[src/inc/rst_seq_pkg.sv]
// Shared constants for the reset and watchdog sequencer and its host controller
package rst_seq_pkg;
   // Clock
   localparam real CLK_HZ = 250.0e6;
   // Power-on delay, printed as 0.75 s; least time, so rounded up
   localparam real POR_DELAY_S = 0.75;
   localparam int unsigned POR_DELAY_CYC = int'($ceil(POR_DELAY_S * CLK_HZ));
   // Watchdog period, a plain default of 100 ms
   localparam real WD_PERIOD_S = 0.1;
   localparam int unsigned WD_PERIOD_CYC = int'($ceil(WD_PERIOD_S * CLK_HZ));
   // Reset pulse width, a plain default of 1 us (250 cycles)
   localparam real RST_PULSE_S = 1.0e-6;
   localparam int unsigned RST_PULSE_CYC = int'($ceil(RST_PULSE_S * CLK_HZ));
   localparam int CNT_W = 32;
   // Device I/O map
   localparam int IO_AW = 16;
   localparam logic [IO_AW-1:0] RESET_INIT_CONTROL_ADDR = 16'h0000;
   // Bit layout of reset_init_control
   localparam int HOST_FULL_RESET_BIT = 7;
   localparam int DIGITAL_OUT_VALID_BIT = 6;
   localparam int MUTE_N_BIT = 5;
   localparam int DIGITAL_IO_RESET_N_BIT = 4;
   localparam int FORCED_BOOT_MODE_BIT = 3;
   localparam int SIGNAL_PROC_RESET_N_BIT = 2;
   localparam int EFFECTS_CHIP_RESET_N_BIT = 1;
   localparam int SLAVE_CPU_RESET_N_BIT = 0;
   localparam logic [7:0] CTRL_RESET_VAL = 8'h00;
   // Controller AXI4-Lite map
   localparam logic [3:0] AXI_CTRL_OFS = 4'h0;
   localparam logic [3:0] AXI_KICK_OFS = 4'h4;
   localparam logic [3:0] AXI_STAT_OFS = 4'h8;
   localparam logic [1:0] RESP_OKAY = 2'h0;
   localparam logic [1:0] RESP_SLVERR = 2'h2;
   // Sequencer states
   typedef enum logic [1:0]
   {
      ST_PULSE = 2'b00,
      ST_DELAY = 2'b01,
      ST_RUN = 2'b10
   } seq_state_e;
endpackage

[src/inc/rst_link_if.sv]
// Link between the host controller and the reset sequencer
`timescale 1ns/1ps
interface rst_link_if;
   import rst_seq_pkg::*;
   logic io_wr;
   logic [IO_AW-1:0] io_addr;
   logic [7:0] io_wdata;
   logic wd_kick;
   logic host_reset_n;
   modport dev
   (
      input io_wr,
      input io_addr,
      input io_wdata,
      input wd_kick,
      output host_reset_n
   );
   modport host
   (
      output io_wr,
      output io_addr,
      output io_wdata,
      output wd_kick,
      input host_reset_n
   );
endinterface

[src/hdl/system_reset_watchdog_sequencer.sv]
// Device end: supply monitor, reset pulse, power-on delay, watchdog, reset control register
//
// The AXI4-Lite interface to the registers and the register addresses are this design's own decisions.
`timescale 1ns/1ps
module system_reset_watchdog_sequencer
   import rst_seq_pkg::*;
#(
   parameter int unsigned POR_CYC = POR_DELAY_CYC,
   parameter int unsigned WD_CYC = WD_PERIOD_CYC
)
(
   input wire logic sys_clk_i,
   input wire logic rst_n_i,
   rst_link_if.dev link,
   input wire logic supply_ok_i,
   output logic system_reset_n_o,
   output logic uart_reset_n_o,
   output logic digital_out_valid_o,
   output logic mute_n_o,
   output logic digital_io_reset_n_o,
   output logic forced_boot_mode_o,
   output logic signal_proc_reset_n_o,
   output logic effects_chip_reset_n_o,
   output logic slave_cpu_reset_n_o,
   output logic watchdog_armed_o
);
   localparam logic [CNT_W-1:0] POR_LAST = CNT_W'(POR_CYC - 1);
   localparam logic [CNT_W-1:0] WD_LAST = CNT_W'(WD_CYC - 1);
   localparam logic [CNT_W-1:0] PULSE_LAST = CNT_W'(RST_PULSE_CYC - 1);
   localparam logic [CNT_W-1:0] CNT_ONE = CNT_W'(1);

   logic sup_s1;
   logic sup_s2;
   logic supply_low;
   seq_state_e state;
   logic [CNT_W-1:0] seq_cnt;
   logic [7:0] ctrl;
   logic full_reset_q;
   logic full_reset_rise;
   logic wd_armed;
   logic [CNT_W-1:0] wd_cnt;
   logic wd_fall;
   logic running;
   logic ctrl_wr;

   // Supply level is a pin, so two flops before anything looks at it
   always_ff @(posedge sys_clk_i or negedge rst_n_i)
   begin
      if (!rst_n_i)
      begin
         sup_s1 <= 1'b0;
         sup_s2 <= 1'b0;
      end
      else
      begin
         sup_s1 <= supply_ok_i;
         sup_s2 <= sup_s1;
      end
   end

   assign supply_low = !sup_s2;
   assign running = (state == ST_RUN);
   assign full_reset_rise = ctrl[HOST_FULL_RESET_BIT] && !full_reset_q;
   // Watchdog first stage output falls when an armed count runs out
   assign wd_fall = running && wd_armed && (wd_cnt == '0) && !link.wd_kick;
   // Register writes are only taken while the unit is out of reset
   assign ctrl_wr = running && link.io_wr
      && (link.io_addr == RESET_INIT_CONTROL_ADDR);

   // Reset pulse stage and power-on delay stage share one counter
   always_ff @(posedge sys_clk_i or negedge rst_n_i)
   begin
      if (!rst_n_i)
      begin
         state <= ST_PULSE;
         seq_cnt <= '0;
      end
      else if (supply_low)
      begin
         // Low supply holds the pulse stage, no early warning given
         state <= ST_PULSE;
         seq_cnt <= '0;
      end
      else
      begin
         case (state)
            ST_PULSE:
            begin
               if (seq_cnt >= PULSE_LAST)
               begin
                  state <= ST_DELAY;
                  seq_cnt <= '0;
               end
               else
               begin
                  seq_cnt <= seq_cnt + CNT_ONE;
               end
            end
            ST_DELAY:
            begin
               if (seq_cnt >= POR_LAST)
               begin
                  state <= ST_RUN;
                  seq_cnt <= '0;
               end
               else
               begin
                  seq_cnt <= seq_cnt + CNT_ONE;
               end
            end
            ST_RUN:
            begin
               if (wd_fall || full_reset_rise)
               begin
                  state <= ST_PULSE;
                  seq_cnt <= '0;
               end
            end
            default:
            begin
               state <= ST_PULSE;
               seq_cnt <= '0;
            end
         endcase
      end
   end

   // Edge memory for the full-reset bit
   always_ff @(posedge sys_clk_i or negedge rst_n_i)
   begin
      if (!rst_n_i)
      begin
         full_reset_q <= 1'b0;
      end
      else
      begin
         full_reset_q <= ctrl[HOST_FULL_RESET_BIT];
      end
   end

   // Reset control register, held cleared whenever the unit is in reset
   always_ff @(posedge sys_clk_i or negedge rst_n_i)
   begin
      if (!rst_n_i)
      begin
         ctrl <= CTRL_RESET_VAL;
      end
      else if (!running)
      begin
         // Clearing here also drops the full-reset bit, so no latch-up
         ctrl <= CTRL_RESET_VAL;
      end
      else if (ctrl_wr)
      begin
         ctrl <= link.io_wdata;
      end
   end

   // Watchdog: idle until the first kick, each kick reloads the period
   always_ff @(posedge sys_clk_i or negedge rst_n_i)
   begin
      if (!rst_n_i)
      begin
         wd_armed <= 1'b0;
         wd_cnt <= '0;
      end
      else if (!running)
      begin
         wd_armed <= 1'b0;
         wd_cnt <= '0;
      end
      else if (link.wd_kick)
      begin
         wd_armed <= 1'b1;
         wd_cnt <= WD_LAST;
      end
      else if (wd_armed)
      begin
         if (wd_cnt == '0)
         begin
            wd_armed <= 1'b0;
         end
         else
         begin
            wd_cnt <= wd_cnt - CNT_ONE;
         end
      end
   end

   // Reset outputs follow the sequencer state
   always_ff @(posedge sys_clk_i or negedge rst_n_i)
   begin
      if (!rst_n_i)
      begin
         system_reset_n_o <= 1'b0;
         uart_reset_n_o <= 1'b0;
         link.host_reset_n <= 1'b0;
      end
      else
      begin
         system_reset_n_o <= running && !supply_low;
         uart_reset_n_o <= running && !supply_low;
         link.host_reset_n <= running && !supply_low;
      end
   end

   // Register fields drive the subsystem pins straight from the flops
   assign digital_out_valid_o = ctrl[DIGITAL_OUT_VALID_BIT];
   assign mute_n_o = ctrl[MUTE_N_BIT];
   assign digital_io_reset_n_o = ctrl[DIGITAL_IO_RESET_N_BIT];
   assign forced_boot_mode_o = ctrl[FORCED_BOOT_MODE_BIT];
   assign signal_proc_reset_n_o = ctrl[SIGNAL_PROC_RESET_N_BIT];
   assign effects_chip_reset_n_o = ctrl[EFFECTS_CHIP_RESET_N_BIT];
   assign slave_cpu_reset_n_o = ctrl[SLAVE_CPU_RESET_N_BIT];
   assign watchdog_armed_o = wd_armed;
endmodule

[src/flat_wrapper.sv]
// flat-port wrapper written by rule: the top's interface ports become plain ports
module system_reset_watchdog_sequencer_flat import rst_seq_pkg::*;
#(
   parameter int unsigned POR_CYC = POR_DELAY_CYC,
   parameter int unsigned WD_CYC = WD_PERIOD_CYC
)
  (sys_clk_i, rst_n_i, supply_ok_i, system_reset_n_o, uart_reset_n_o, digital_out_valid_o, mute_n_o, digital_io_reset_n_o, forced_boot_mode_o, signal_proc_reset_n_o, effects_chip_reset_n_o, slave_cpu_reset_n_o, watchdog_armed_o, link_io_wr, link_io_addr, link_io_wdata, link_wd_kick, link_host_reset_n);
  rst_link_if link_i ();
  input wire logic sys_clk_i;
  input wire logic rst_n_i;
  input wire logic supply_ok_i;
  output logic system_reset_n_o;
  output logic uart_reset_n_o;
  output logic digital_out_valid_o;
  output logic mute_n_o;
  output logic digital_io_reset_n_o;
  output logic forced_boot_mode_o;
  output logic signal_proc_reset_n_o;
  output logic effects_chip_reset_n_o;
  output logic slave_cpu_reset_n_o;
  output logic watchdog_armed_o;
  input wire logic [$bits(link_i.io_wr)-1:0] link_io_wr;
  input wire logic [$bits(link_i.io_addr)-1:0] link_io_addr;
  input wire logic [$bits(link_i.io_wdata)-1:0] link_io_wdata;
  input wire logic [$bits(link_i.wd_kick)-1:0] link_wd_kick;
  output wire logic [$bits(link_i.host_reset_n)-1:0] link_host_reset_n;
  assign link_i.io_wr = link_io_wr;
  assign link_i.io_addr = link_io_addr;
  assign link_i.io_wdata = link_io_wdata;
  assign link_i.wd_kick = link_wd_kick;
  assign link_host_reset_n = link_i.host_reset_n;
  system_reset_watchdog_sequencer #(.POR_CYC(POR_CYC), .WD_CYC(WD_CYC)) u_core (.sys_clk_i(sys_clk_i), .rst_n_i(rst_n_i), .link(link_i), .supply_ok_i(supply_ok_i), .system_reset_n_o(system_reset_n_o), .uart_reset_n_o(uart_reset_n_o), .digital_out_valid_o(digital_out_valid_o), .mute_n_o(mute_n_o), .digital_io_reset_n_o(digital_io_reset_n_o), .forced_boot_mode_o(forced_boot_mode_o), .signal_proc_reset_n_o(signal_proc_reset_n_o), .effects_chip_reset_n_o(effects_chip_reset_n_o), .slave_cpu_reset_n_o(slave_cpu_reset_n_o), .watchdog_armed_o(watchdog_armed_o));
endmodule
[config.mk]
export PLATFORM = sky130hd
export DESIGN_NAME = system_reset_watchdog_sequencer_flat
export DESIGN_NICKNAME = d
export VERILOG_FILES = /design/src/inc/rst_seq_pkg.sv /design/src/inc/rst_link_if.sv /design/src/hdl/system_reset_watchdog_sequencer.sv /design/src/flat_wrapper.sv
export SDC_FILE = /design/constraint.sdc
export NUM_CORES = 1
export LEC_CHECK = 0
export ABC_AREA = 1
export BUFFER_PORTS_ARGS = -buffer_cell sky130_fd_sc_hd__buf_4
export CORE_AREA = 5 5 115 117
export DETAILED_ROUTE_END_ITERATION = 7
export DIE_AREA = 0 0 120 122
export SLEW_MARGIN = 20
export SYNTH_ARGS = -nofsm -noshare
export SYNTH_HDL_FRONTEND = slang
export SYNTH_SLANG_ARGS = --single-unit
export TNS_END_PERCENT = 5
[constraint.sdc]
create_clock -name sys_clk_i -period 3.58 [get_ports sys_clk_i]
set_clock_uncertainty 0.05 [all_clocks]
set_input_delay 0.179 -clock sys_clk_i [delete_from_list [all_inputs] [get_ports sys_clk_i]]
set_output_delay 0.179 -clock sys_clk_i [all_outputs]
set_load 0.005 [all_outputs]
; ---- Word-level counts from Yosys, hierarchy flattened
; Cells that the tools add are included.
[op_classes]
n_addsub = 2
mul = 0
n_div = 0
magnitude_cmp = 2
n_eq_ne = 8
shifts = 0
muxes = 20
bitwise = 0
reduce_logical = 15
[ops]
columns = op, n
row1 = $mux 32, 8
row2 = $pmux 32 s3, 1
row3 = $add 32x1->32 const B, 1
row4 = $ge 32x28->1 const B, 1
row5 = $ge 32x8->1 const B, 1
row6 = $logic_not 32->1, 1
row7 = $sub 32x1->32 const B, 1
row8 = $logic_not 16->1, 1
row9 = $mux 8, 2
row10 = $ne 3x3->1 const B, 4
row11 = $mux 2, 4
row12 = $logic_and 1x1->1, 7
row13 = $pmux 2 s3, 1
row14 = $mux 1, 4
row15 = $ne 3x2->1 const B, 1
row16 = $reduce_and 3->1, 1
row17 = $eq 2x1->1 const B, 1
row18 = $eq 2x2->1 const B, 1
row19 = $logic_not 1->1, 2
row20 = $logic_not 2->1, 1
row21 = $ne 2x2->1 const B, 1
row22 = $reduce_and 2->1, 1
row23 = $logic_or 1x1->1, 1
[totals]
regBits = 79
latchBits = 0
ram_bits = 0
rom_bits = 0
in_bits = 29
word_cells = 56
mem_count = 0

; ---- Logic depth before layout (Yosys ltp)
; Gate-level depths: netlist (run 1).
[depth]
depth_word = 8
depth_mapped = 13
ltp_nobuf = 12

; ---- Worst setup path before layout (run 1)
; No wires, ideal clock.
[synth_timing]
path_kind = reg-to-reg
start = register u_core.wd_cnt[0]
end = register u_core.wd_cnt[22]
arrival_time_ns = 1.478
slack_ns = 1.931
stages_incl_launch_ff = 12
n_path_buf = 0
period_less_slack_ns = 1.649
path_cell_list = dfrtp_1 -> inv_1 -> ha_1 -> nand2_1 -> nor2_2 -> nand2_2 -> o21ai_4 -> nand2_2 -> nand2_4 -> inv_4 -> nand2_1 -> o21ai_1
[synth_between]
elab_chain_cells = 5
word_cells_on_any_way = 8
cone_classes = add/sub (1) / eq/ne (1) / mux (4) / reduce/logical (2)
[synth_rtl]
columns = item, line
row1 = from (decl), system_reset_watchdog_sequencer.sv:41  ; logic [CNT_W-1:0] wd_cnt;
row2 = from (signal assigned), system_reset_watchdog_sequencer.sv:185  ; wd_cnt <= wd_cnt - CNT_ONE;
row3 = $sub 32x1->32, system_reset_watchdog_sequencer.sv:185
row4 = $mux 32, system_reset_watchdog_sequencer.sv:179  ; if (wd_cnt == '0)
row5 = $mux 32, system_reset_watchdog_sequencer.sv:177  ; else if (wd_armed)
row6 = $mux 32, system_reset_watchdog_sequencer.sv:172  ; else if (link.wd_kick)
row7 = $mux 32, system_reset_watchdog_sequencer.sv:167  ; else if (!running)
; Several ways; a longest one is shown, not always the timed one. The select of a mux whose other input is x is not followed.
; A chain may end at the register's enable or synchronous reset.

; ---- Worst setup path after layout (run 1)
[layout_timing]
start = register u_core.seq_cnt[0]
end = register u_core.state[1]
[layout_between]
elab_chain_cells = 3
word_cells_on_any_way = 5
cone_classes = order compare (2) / eq/ne (2) / reduce/logical (1)
[layout_rtl]
columns = item, line
row1 = from (decl), system_reset_watchdog_sequencer.sv:36  ; logic [CNT_W-1:0] seq_cnt;
row2 = from (signal assigned), system_reset_watchdog_sequencer.sv:96  ; seq_cnt <= seq_cnt + CNT_ONE;
row3 = from (signal assigned), system_reset_watchdog_sequencer.sv:108  ; seq_cnt <= seq_cnt + CNT_ONE;
row4 = $ge 32x28->1 or $ge 32x8->1 (tied branches), "system_reset_watchdog_sequencer.sv:101, system_reset_watchdog_sequencer.sv:89"
row5 = $ne 3x3->1 (no source line), --
row6 = $reduce_and 3->1 (no source line) *, --
row7 = to (signal assigned), system_reset_watchdog_sequencer.sv:103  ; state <= ST_RUN;
row8 = to (signal assigned), system_reset_watchdog_sequencer.sv:115  ; state <= ST_PULSE;
row9 = to (signal assigned), system_reset_watchdog_sequencer.sv:121  ; state <= ST_PULSE;
row10 = to (decl), system_reset_watchdog_sequencer.sv:35  ; seq_state_e state;
; Every way passes the cells marked *; elsewhere a longest branch is shown, timed or not.

==> flow_metrics.py, run 1 <==
metrics = {
    "outcome": {
        "status": "complete, no violations",
    },
    "placed_design": {
        "dp_slack_ns": 1.54,
        "place.gp.congestion": 0.956,
        "io_buffers": 39,
        "dp.final_hpwl_um": 9870,
    },
    "logic_synthesis": {
        "synth_edf_count": 0,
        "yosysMostFrequentCell": "nand2_1",
        "synth_top_area_frac": 0.372,
        "syn_area_per_cell_sq_um": 6.80,
        "synthArstFlopShare": 1.00,
        "netlist_instances": 782,
        "netlist_area_sq_um": 5320,
        "ys_seq_elements": 79,
        "ys.flop_type": "dfrtp_1",
        "synth_commonest_cells": "263 x nand2_1, 122 x nor2_1, 85 x inv_1, 79 x dfrtp_1, 45 x nand3_1",
        "ys_top_cells_by_area": "dfrtp_1 37%, nand2_1 19%, nor2_1 8.6%, inv_1 6.0%, nand3_1 4.2%",
        "synth_top_area_cell": "dfrtp_1",
        "syn_nets": 816,
        "yosysWarningCount": 0,
        "synth.distinct_cells": 44,
        "ys_seq_area_frac": 0.372,
    },
    "die": {
        "dieArea_sq_um": 14600,
        "fp.coreArea_sq_um": 12300,
        "ios": 40,
        "die_y_um": 122,
        "start_util": 0.434,
        "fp-row-count": 41,
        "dieWidth_um": 120,
    },
    "timing": {
        "drv_slew": 0,
        "setup_tns_ns": 0,
        "hold_violations": 0,
        "rsz0062_at_grt": "no",
        "worst_pin_slew_ns": 0.746,
        "setup_ws_ns": 1.57,
        "relSlewSlack": 0.503,
        "hold_ws_ns": 0.109,
        "period_share": 0.561,
        "fmax_ghz": 0.498,
        "min_period_ns": 2.01,
        "setup_viol": 0,
    },
    "critical_path": {
        "reg2reg_from": "u_core.seq_cnt[0]",
        "crit_path_max_fanout": 21,
        "regToRegSetupSlack_ns": 1.57,
        "cp.required_ns": 3.79,
        "r2r_end": "u_core.state[1]",
        "cp-start-kind": "flop",
        "crit_path_end_kind": "flop",
        "worstSetupPathType": "reg2reg",
        "path_cells": "ha_1, nand2_1, nor2_2, inv_2, nand2_1, nand2_1, nand2_1, nand2_1, nand4_2, nand2_2, o21ai_0",
        "worstSetupStartpoint": "u_core.seq_cnt[0]",
        "max_stage_delay_ns": 0.43,
        "reg2reg_depth": 11,
        "crit_slowest_cell": "dfrtp_1",
        "crit_top_cell": "nand2_1",
        "crit_arrival_ns": 2.22,
    },
    "finish": {
        "fin_util": 0.496,
        "antenna_cells": 0,
        "drive_gt1_frac": 0.134,
        "fillCellCount": 1208,
        "nets": 859,
        "syn2layout_area_growth_pct": 14.2,
    },
    "clock_tree": {
        "cts.sinks": 79,
        "clkTransAtPathRegs_ns": 0.06,
        "cts_buffer_depth": 2,
        "cts_buffers": 9,
        "htreeDepth": 3,
        "cts_tree": "done",
        "insertion_delay_ns": 0.35,
        "cts.root.buffer_cell": "clkbuf_16",
        "cts_resized": 0,
        "post-cts-setup-buffer-count": 0,
    },
    "detailed_routing": {
        "postRouteWirelength_um": 13700,
        "first_iter_violations": 327,
        "avgViaCountPerCell": 5.15,
        "drtPass1Iterations": 5,
        "route.detailed.drc": 0,
        "ant_nets": 0,
        "routedWlPerCell_um": 14.0,
        "vias": 5039,
    },
    "grt": {
        "grt_max_degree": 80,
        "grt_pass1_wl_um": 23100,
        "grt_pass1_vias": 4911,
        "grt_antenna_before_repair": 0,
        "grt_overflow": 0,
        "grt_util_all_layers": 0.195,
    },
    "pwr": {
        "powerDensity_nw_per_um2": 559,
        "leakagePower_uw": 0.00325,
        "vdd_drop_max_uv": 332,
    },
    "worst_hold_path": {
        "holdPathEnd": "u_core.wd_cnt[11]",
        "min_path_cells": 3,
        "hp-class": "in2reg",
        "hold_start": "link_wd_kick",
    },
    "run": {
        "cap_violations": 0,
    },
}
logic make-up after synthesis:
logic type | share of synthesized area
fa+ha+maj | 0.0118
flops | 0.372
simple gates | 0.414
xor+xnor | 0.0395
buf+inv | 0.0943
compound gates | 0.0687
cells in the final DEF (no fill, tap or decap), types with 2 or more instances in the layout:
cell type / Yosys / layout
o22ai_2: 7 / 7
inv_4: 2 / 2
inv_1: 85 / 85
inv_2: 7 / 7
nor4_1: 3 / 3
nand3_1: 45 / 45
clkbuf_8: 0 / 2
nor2_4: 4 / 4
nand4_2: 2 / 2
nand2_1: 263 / 263
nor2_1: 122 / 122
nor3_1: 12 / 12
xnor2_1: 6 / 6
clkinv_2: 1 / 2
o21ai_0: 19 / 19
nand2_4: 3 / 3
o22ai_1: 2 / 2
nand4_1: 23 / 23
dfrtp_1: 79 / 79
clkbuf_16: 0 / 9
nor2_2: 16 / 16
buf_4: 3 / 38
dlygate4sd3_1: 0 / 10
xor2_1: 18 / 18
nand2_2: 6 / 6
o21ai_1: 8 / 8
clkinv_1: 3 / 3
o21ai_2: 5 / 5
ha_1: 5 / 5
a21oi_1: 5 / 5
per-layer routing:
metal	vias up	GRT usage	share of wire
met4	0	0.0938	0.027
li1	2527	-	-
met3	26	0.0339	0.052
met2	150	0.333	0.48
met5	-	0	0
met1	2336	0.240	0.44
state kept, by name (all words and copies together), names as in the netlist:
name and flops:
u_core.watchdog_armed_o 1, u_core.seq_cnt 32, u_core.wd_cnt 32, u_core.ctrl 8, u_core.sup_s1 1, u_core.full_reset_q 1
u_core.state 2, u_core.link.host_reset_n 1, u_core.sup_s2 1
worst max path at each step:
stage                              endpoint  cells past startpoint
after detailed placement  u_core.seq_cnt[9]                     12
after CTS                   u_core.state[1]                     11
after global placement      u_core.state[1]                     11
final                       u_core.state[1]                     11
after floorplan           u_core.wd_cnt[22]                     11
after global routing        u_core.state[1]                     11
worst max-delay path: cells and delay by family (launching register included):
kind / cells / cell delay (ns)
and+or+nand+nor: 8 / 0.88
DFF: 1 / 0.43
AOI/OAI and AO/OA: 1 / 0.26
adders and majority gates: 1 / 0.25
buffers and inverters: 1 / 0.04
area by class of cell:
cell class                 count  area [sq um]  area share
clock buffer                  12           256      0.0422
inverter                      98           374      0.0616
tap                          150           188      0.0309
multi-input combinational    588          2840       0.468
clock inverter                 3          42.5     0.00700
timing repair buffer          49           397      0.0653
sequential                    79          1980       0.325
timing repair:
action                                  CTS  global route
hold buffers                              9             1
endpoints found under the hold margin     9            79
endpoints found under the setup margin    0             0
metrics by stage:
stage,cell area [sq um],instances,total power [uW]
6_report,6080,979,3400
5_1_grt,6080,979,3650
4_1_cts,6060,978,3410
3_5_place_dp,5670,954,2430
3_3_place_gp,5670,954,2410
2_1_floorplan,5320,782,2140
report_power, final:
group	total [uW]	internal (uW)	switching, uW	leakage [uW]
logic	1400	451	951	0.00201
clock network	949	573	376	0.000145
registers	1040	956	88.0	0.00109
total	3400	1980	1420	0.00325
Power figures use the tool's default switching activity.
==> run 2, diff against run 1 <==
==> constraint.sdc (replaced) <==
create_clock -name sys_clk_i -period 1.65 [get_ports sys_clk_i]
set_clock_uncertainty 0.05 [all_clocks]
set_input_delay 0.0825 -clock sys_clk_i [delete_from_list [all_inputs] [get_ports sys_clk_i]]
set_output_delay 0.0825 -clock sys_clk_i [all_outputs]
set_load 0.005 [all_outputs]
==> flow_metrics.py, run 2 (synthesis gave the netlist of run 1 again) <==
metrics = {
    "clock_tree": {
        "insertion_delay_ns": 0.36,
        "cts.root.buffer_cell": "clkbuf_16",
        "cts_tree": "done",
        "htreeDepth": 3,
        "cts_buffers": 9,
        "cts_buffer_depth": 2,
        "cts.sinks": 79,
        "clkTransAtPathRegs_ns": 0.07,
    },
    "detailed_routing": {
        "drtPass1Iterations": 5,
        "route.detailed.drc": 0,
        "avgViaCountPerCell": 5.03,
        "postRouteWirelength_um": 16300,
        "routedWlPerCell_um": 14.3,
        "first_iter_violations": 341,
        "ant_nets": 0,
        "vias": 5733,
    },
    "finish": {
        "regArea_sq_um": 1980,
        "fillCellCount": 1102,
        "multi_input_area_sq_um": 3160,
        "syn2layout_area_growth_pct": 44.5,
        "antenna_cells": 0,
        "fin_util": 0.627,
        "nets": 1019,
        "layout_common_cells": "241 x nand2_1, 186 x buf_4, 89 x nor2_1",
        "drive_gt1_frac": 0.367,
        "mostFrequentLayoutCell": "nand2_1",
        "reg_top3": "u_core.seq_cnt: 32 flops, u_core.wd_cnt: 32 flops, u_core.ctrl: 8 flops",
    },
    "die": {
        "fp-row-count": 41,
        "dieArea_sq_um": 14600,
        "dieWidth_um": 120,
        "start_util": 0.434,
        "die_y_um": 122,
        "ios": 40,
        "fp.coreArea_sq_um": 12300,
    },
    "critical_path": {
        "max_stage_delay_ns": 0.42,
        "crit_top_cell": "nor2_2",
        "worstSetupPathType": "reg2reg",
        "cp.required_ns": 1.84,
        "crit_slowest_cell": "dfrtp_1",
        "worstSetupStartpoint": "u_core.wd_cnt[6]",
        "regToRegSetupSlack_ns": -0.11,
        "crit_path_max_fanout": 6,
        "cp-start-kind": "flop",
        "r2r_end": "u_core.wd_cnt[9]",
        "reg2reg_depth": 9,
        "reg2reg_from": "u_core.wd_cnt[6]",
        "path_cells": "nor2_2, nand2_2, nor2_2, nand2_2, o21ai_4, buf_4, nor2_2, inv_2, o22ai_2",
        "crit_path_end_kind": "flop",
        "crit_end": "u_core.wd_cnt[9]",
        "crit_arrival_ns": 1.95,
    },
    "timing": {
        "rsz0062_at_grt": "yes",
        "worst_pin_slew_ns": 0.424,
        "setup_viol": 57,
        "relSlewSlack": 0.717,
        "setup_ws_ns": -0.115,
        "drv_slew": 0,
        "fmax_ghz": 0.567,
        "min_period_ns": 1.76,
        "hold_violations": 0,
        "period_share": 1.07,
    },
    "run": {
        "cap_violations": 0,
    },
    "pwr": {
        "vdd_drop_max_uv": 802,
        "finalPower_uw": 9190,
        "leakagePower_uw": 0.00412,
        "powerDensity_nw_per_um2": 1200,
    },
    "placed_design": {
        "place.gp.congestion": 0.940,
        "dp.final_hpwl_um": 11600,
        "io_buffers": 39,
    },
    "grt": {
        "grt_util_all_layers": 0.224,
        "grt_pass1_vias": 5683,
        "grt_overflow": 0,
        "grt_pass1_wl_um": 26100,
        "grt_antenna_before_repair": 0,
        "grt_max_degree": 37,
    },
    "outcome": {
        "violations": "setup timing",
        "status": "finished with violations",
    },
    "worst_hold_path": {
        "hp-class": "in2reg",
        "min_path_cells": 4,
    },
}
[run 2: per-stage QoR]
| step | setup slack (ns) | std cells | hold WS, ns | instance area (sq um) | setup TNS (ns) |
|---|---|---|---|---|---|
| 2_1_floorplan | 0.00126 | 782 | -0.263 | 5320 | 0 |
| 3_3_place_gp | -0.171 | 1083 | -0.00886 | 6680 | -3.59 |
| 3_5_place_dp | -0.227 | 1083 | 0.00284 | 6680 | -5.13 |
| 4_1_cts | -0.0727 | 1129 | 0.0858 | 7340 | -2.03 |
| 5_1_grt | -0.225 | 1140 | 0.123 | 7690 | -8.87 |
| 6_report | -0.115 | 1140 | 0.0860 | 7690 | -2.76 |
[run 2: per-layer routing]
layer / track usage / vias to the layer above / part of all wire
li1: - / 2867 / -
met1: 0.258 / 2686 / 0.42
met2: 0.394 / 138 / 0.51
met3: 0.0316 / 42 / 0.034
met4: 0.134 / 0 / 0.036
met5: 0 / - / 0
[run 2: worst max-delay path: cells and delay by family, from the launching register on]
family	cells	cell delay, ns
flip-flops	1	0.42
AO/OA/AOI/OAI	2	0.35
AND/OR/NAND/NOR	5	0.50
buffers and inverters	2	0.32
[run 2: final cells by class]
cell class                 count  area share
tap                          150      0.0244
inverter                      98      0.0504
clock buffer                   9      0.0293
timing repair buffer         208       0.219
clock inverter                 7     0.00814
sequential                    79       0.258
multi-input combinational    589       0.410
[run 2: repair_timing]
item,CTS,global route
buffers inserted,19,8
pin swaps,18,31
gates cloned,1,3
endpoints found under the setup margin,61,67
hold buffers,10,0
hold endpoints to repair,71,0
gates resized for setup,43,78
[run 2: how the worst min path moves through the flow]
stage	startpoint	endpoint	slack (ns)
after floorplan	rst_n_i	u_core.ctrl[0]	-0.26
after global placement	rst_n_i	u_core.seq_cnt[6]	-0.009
after detailed placement	rst_n_i	u_core.seq_cnt[6]	0.003
after CTS	link_wd_kick	u_core.wd_cnt[11]	0.09
after global routing	link_wd_kick	u_core.wd_cnt[11]	0.12
final	link_wd_kick	u_core.wd_cnt[19]	0.09
[run 2: power by group]
part	total [uW]	switching [uW]	internal, uW
sequential	2220	148	2070
combinational	4960	2760	2190
clock	2010	957	1060
total	9190	3870	5320
==> run 3, diff against run 2 <==
--- a/config.mk
+++ b/config.mk
@@ -7,9 +7,10 @@
 export LEC_CHECK = 0
 export ABC_AREA = 1
 export BUFFER_PORTS_ARGS = -buffer_cell sky130_fd_sc_hd__buf_4
-export CORE_AREA = 5 5 115 117
+export CORE_AREA = 2 2 112 114
 export DETAILED_ROUTE_END_ITERATION = 7
-export DIE_AREA = 0 0 120 122
+export DIE_AREA = 0 0 114 116
+export SKIP_CTS_REPAIR_TIMING = 1
 export SLEW_MARGIN = 20
 export SYNTH_ARGS = -nofsm -noshare
 export SYNTH_HDL_FRONTEND = slang
==> flow_metrics.py, run 3 (synthesis gave the netlist of run 1 again) <==
metrics = {
    "finish": {
        "reg_top3": "u_core.seq_cnt: 32 flops, u_core.wd_cnt: 32 flops, u_core.ctrl: 8 flops",
        "mostFrequentLayoutCell": "nand2_1",
        "antenna_cells": 0,
        "syn2layout_area_growth_pct": 38.7,
        "nets": 999,
        "drive_gt1_frac": 0.318,
        "fin_cells": 1117,
        "layout_common_cells": "250 x nand2_1, 172 x buf_4, 101 x nor2_1",
    },
    "grt": {
        "grt_util_all_layers": 0.238,
        "grt_pass1_wl_um": 25100,
        "grt_antenna_before_repair": 0,
        "grt_pass1_vias": 5420,
        "grt_max_degree": 37,
        "grt_overflow": 0,
    },
    "critical_path": {
        "crit_end": "u_core.wd_cnt[28]",
        "worstSetupPathType": "reg2reg",
        "crit_path_max_fanout": 6,
        "regToRegSetupSlack_ns": -0.11,
        "r2r_end": "u_core.wd_cnt[28]",
        "worstSetupStartpoint": "u_core.wd_cnt[6]",
        "cp-start-kind": "flop",
        "reg2reg_depth": 9,
        "cp.required_ns": 1.83,
        "crit_arrival_ns": 1.94,
        "reg2reg_from": "u_core.wd_cnt[6]",
        "crit_path_end_kind": "flop",
    },
    "clock_tree": {
        "insertion_delay_ns": 0.35,
        "cts.sinks": 79,
        "cts_buffer_depth": 2,
        "cts_buffers": 9,
        "cts.root.buffer_cell": "clkbuf_16",
        "cts_tree": "done",
        "clkTransAtPathRegs_ns": 0.06,
        "htreeDepth": 3,
    },
    "detailed_routing": {
        "vias": 5589,
        "avgViaCountPerCell": 5.00,
        "drtPass1Iterations": 5,
        "ant_nets": 0,
        "routedWlPerCell_um": 13.8,
        "route.detailed.drc": 0,
        "first_iter_violations": 297,
        "postRouteWirelength_um": 15400,
    },
    "timing": {
        "setup_ws_ns": -0.112,
        "worst_pin_slew_ns": 0.392,
        "hold_violations": 0,
        "min_period_ns": 1.76,
        "relSlewSlack": 0.738,
        "rsz0062_at_grt": "yes",
        "period_share": 1.07,
        "drv_slew": 0,
        "setup_viol": 61,
        "setup_tns_ns": -3.79,
        "hold_ws_ns": 0.0214,
        "fmax_ghz": 0.568,
    },
    "placed_design": {
        "dp_slack_ns": -0.215,
        "place.gp.congestion": 0.933,
        "place_inst": 1073,
        "io_buffers": 39,
        "dp.final_hpwl_um": 11300,
    },
    "die": {
        "ios": 40,
        "start_util": 0.447,
        "dieArea_sq_um": 13200,
        "dieWidth_um": 114,
        "fp-row-count": 40,
        "fp.coreArea_sq_um": 11900,
        "die_y_um": 116,
    },
    "pwr": {
        "leakagePower_uw": 0.00399,
        "powerDensity_nw_per_um2": 1190,
        "vdd_drop_max_uv": 888,
    },
    "outcome": {
        "violations": "setup timing",
        "status": "finished with violations",
    },
    "worst_hold_path": {
        "hp-class": "in2reg",
        "hold_start": "link_wd_kick",
    },
    "run": {
        "cap_violations": 0,
    },
}
[run 3: layer usage]
metal  routed length, um  track usage  up-vias
met5                   0            0        -
met4                 483       0.0976        0
met3                 610       0.0366       37
met2                7660        0.426      133
met1                6610        0.286     2601
li1                    -            -     2818
[run 3: worst min path at each step]
stage	slack (ns)	to	cells past startpoint
after floorplan	-0.26	u_core.ctrl[0]	0
after global routing	0.02	u_core.wd_cnt[11]	3
after global placement	-0.01	u_core.seq_cnt[6]	1
after detailed placement	-0.006	u_core.seq_cnt[6]	1
final	0.02	u_core.wd_cnt[11]	3
after CTS	-0.38	u_core.seq_cnt[20]	1
[run 3: per-stage QoR]
step,cell area (sq um),power (uW),util
floorplan,5320,4640,-
global placement,6620,6210,0.556
detailed placement,6620,6290,0.556
CTS,6920,8370,0.581
global route,7380,9360,0.620
finish,7380,8790,0.620
[run 3: report_power, final]
group          switching, uW  internal [uW]  total, uW
logic                   2570           1950       4520
registers                143           2070       2220
clock network            842           1210       2050
[run 3: area by class of cell]
class	count	area (sq um)
flip-flops and latches	79	1980
multi-input cells	589	3030
clock inverters	6	60.1
fillers	1086	4530
inverters	98	385
clock buffers	10	239
well taps	147	184
repair buffers	188	1500
[run 3: worst max-delay path, cell delays in order, from the launching register on]
cell	delay, ns
dfrtp_1	0.42
nor2_2	0.17
nand2_2	0.10
nor2_2	0.13
nand2_2	0.07
o21ai_4	0.25
nand2_4	0.15
buf_4	0.16
nand4_1	0.08
nand2_1	0.06
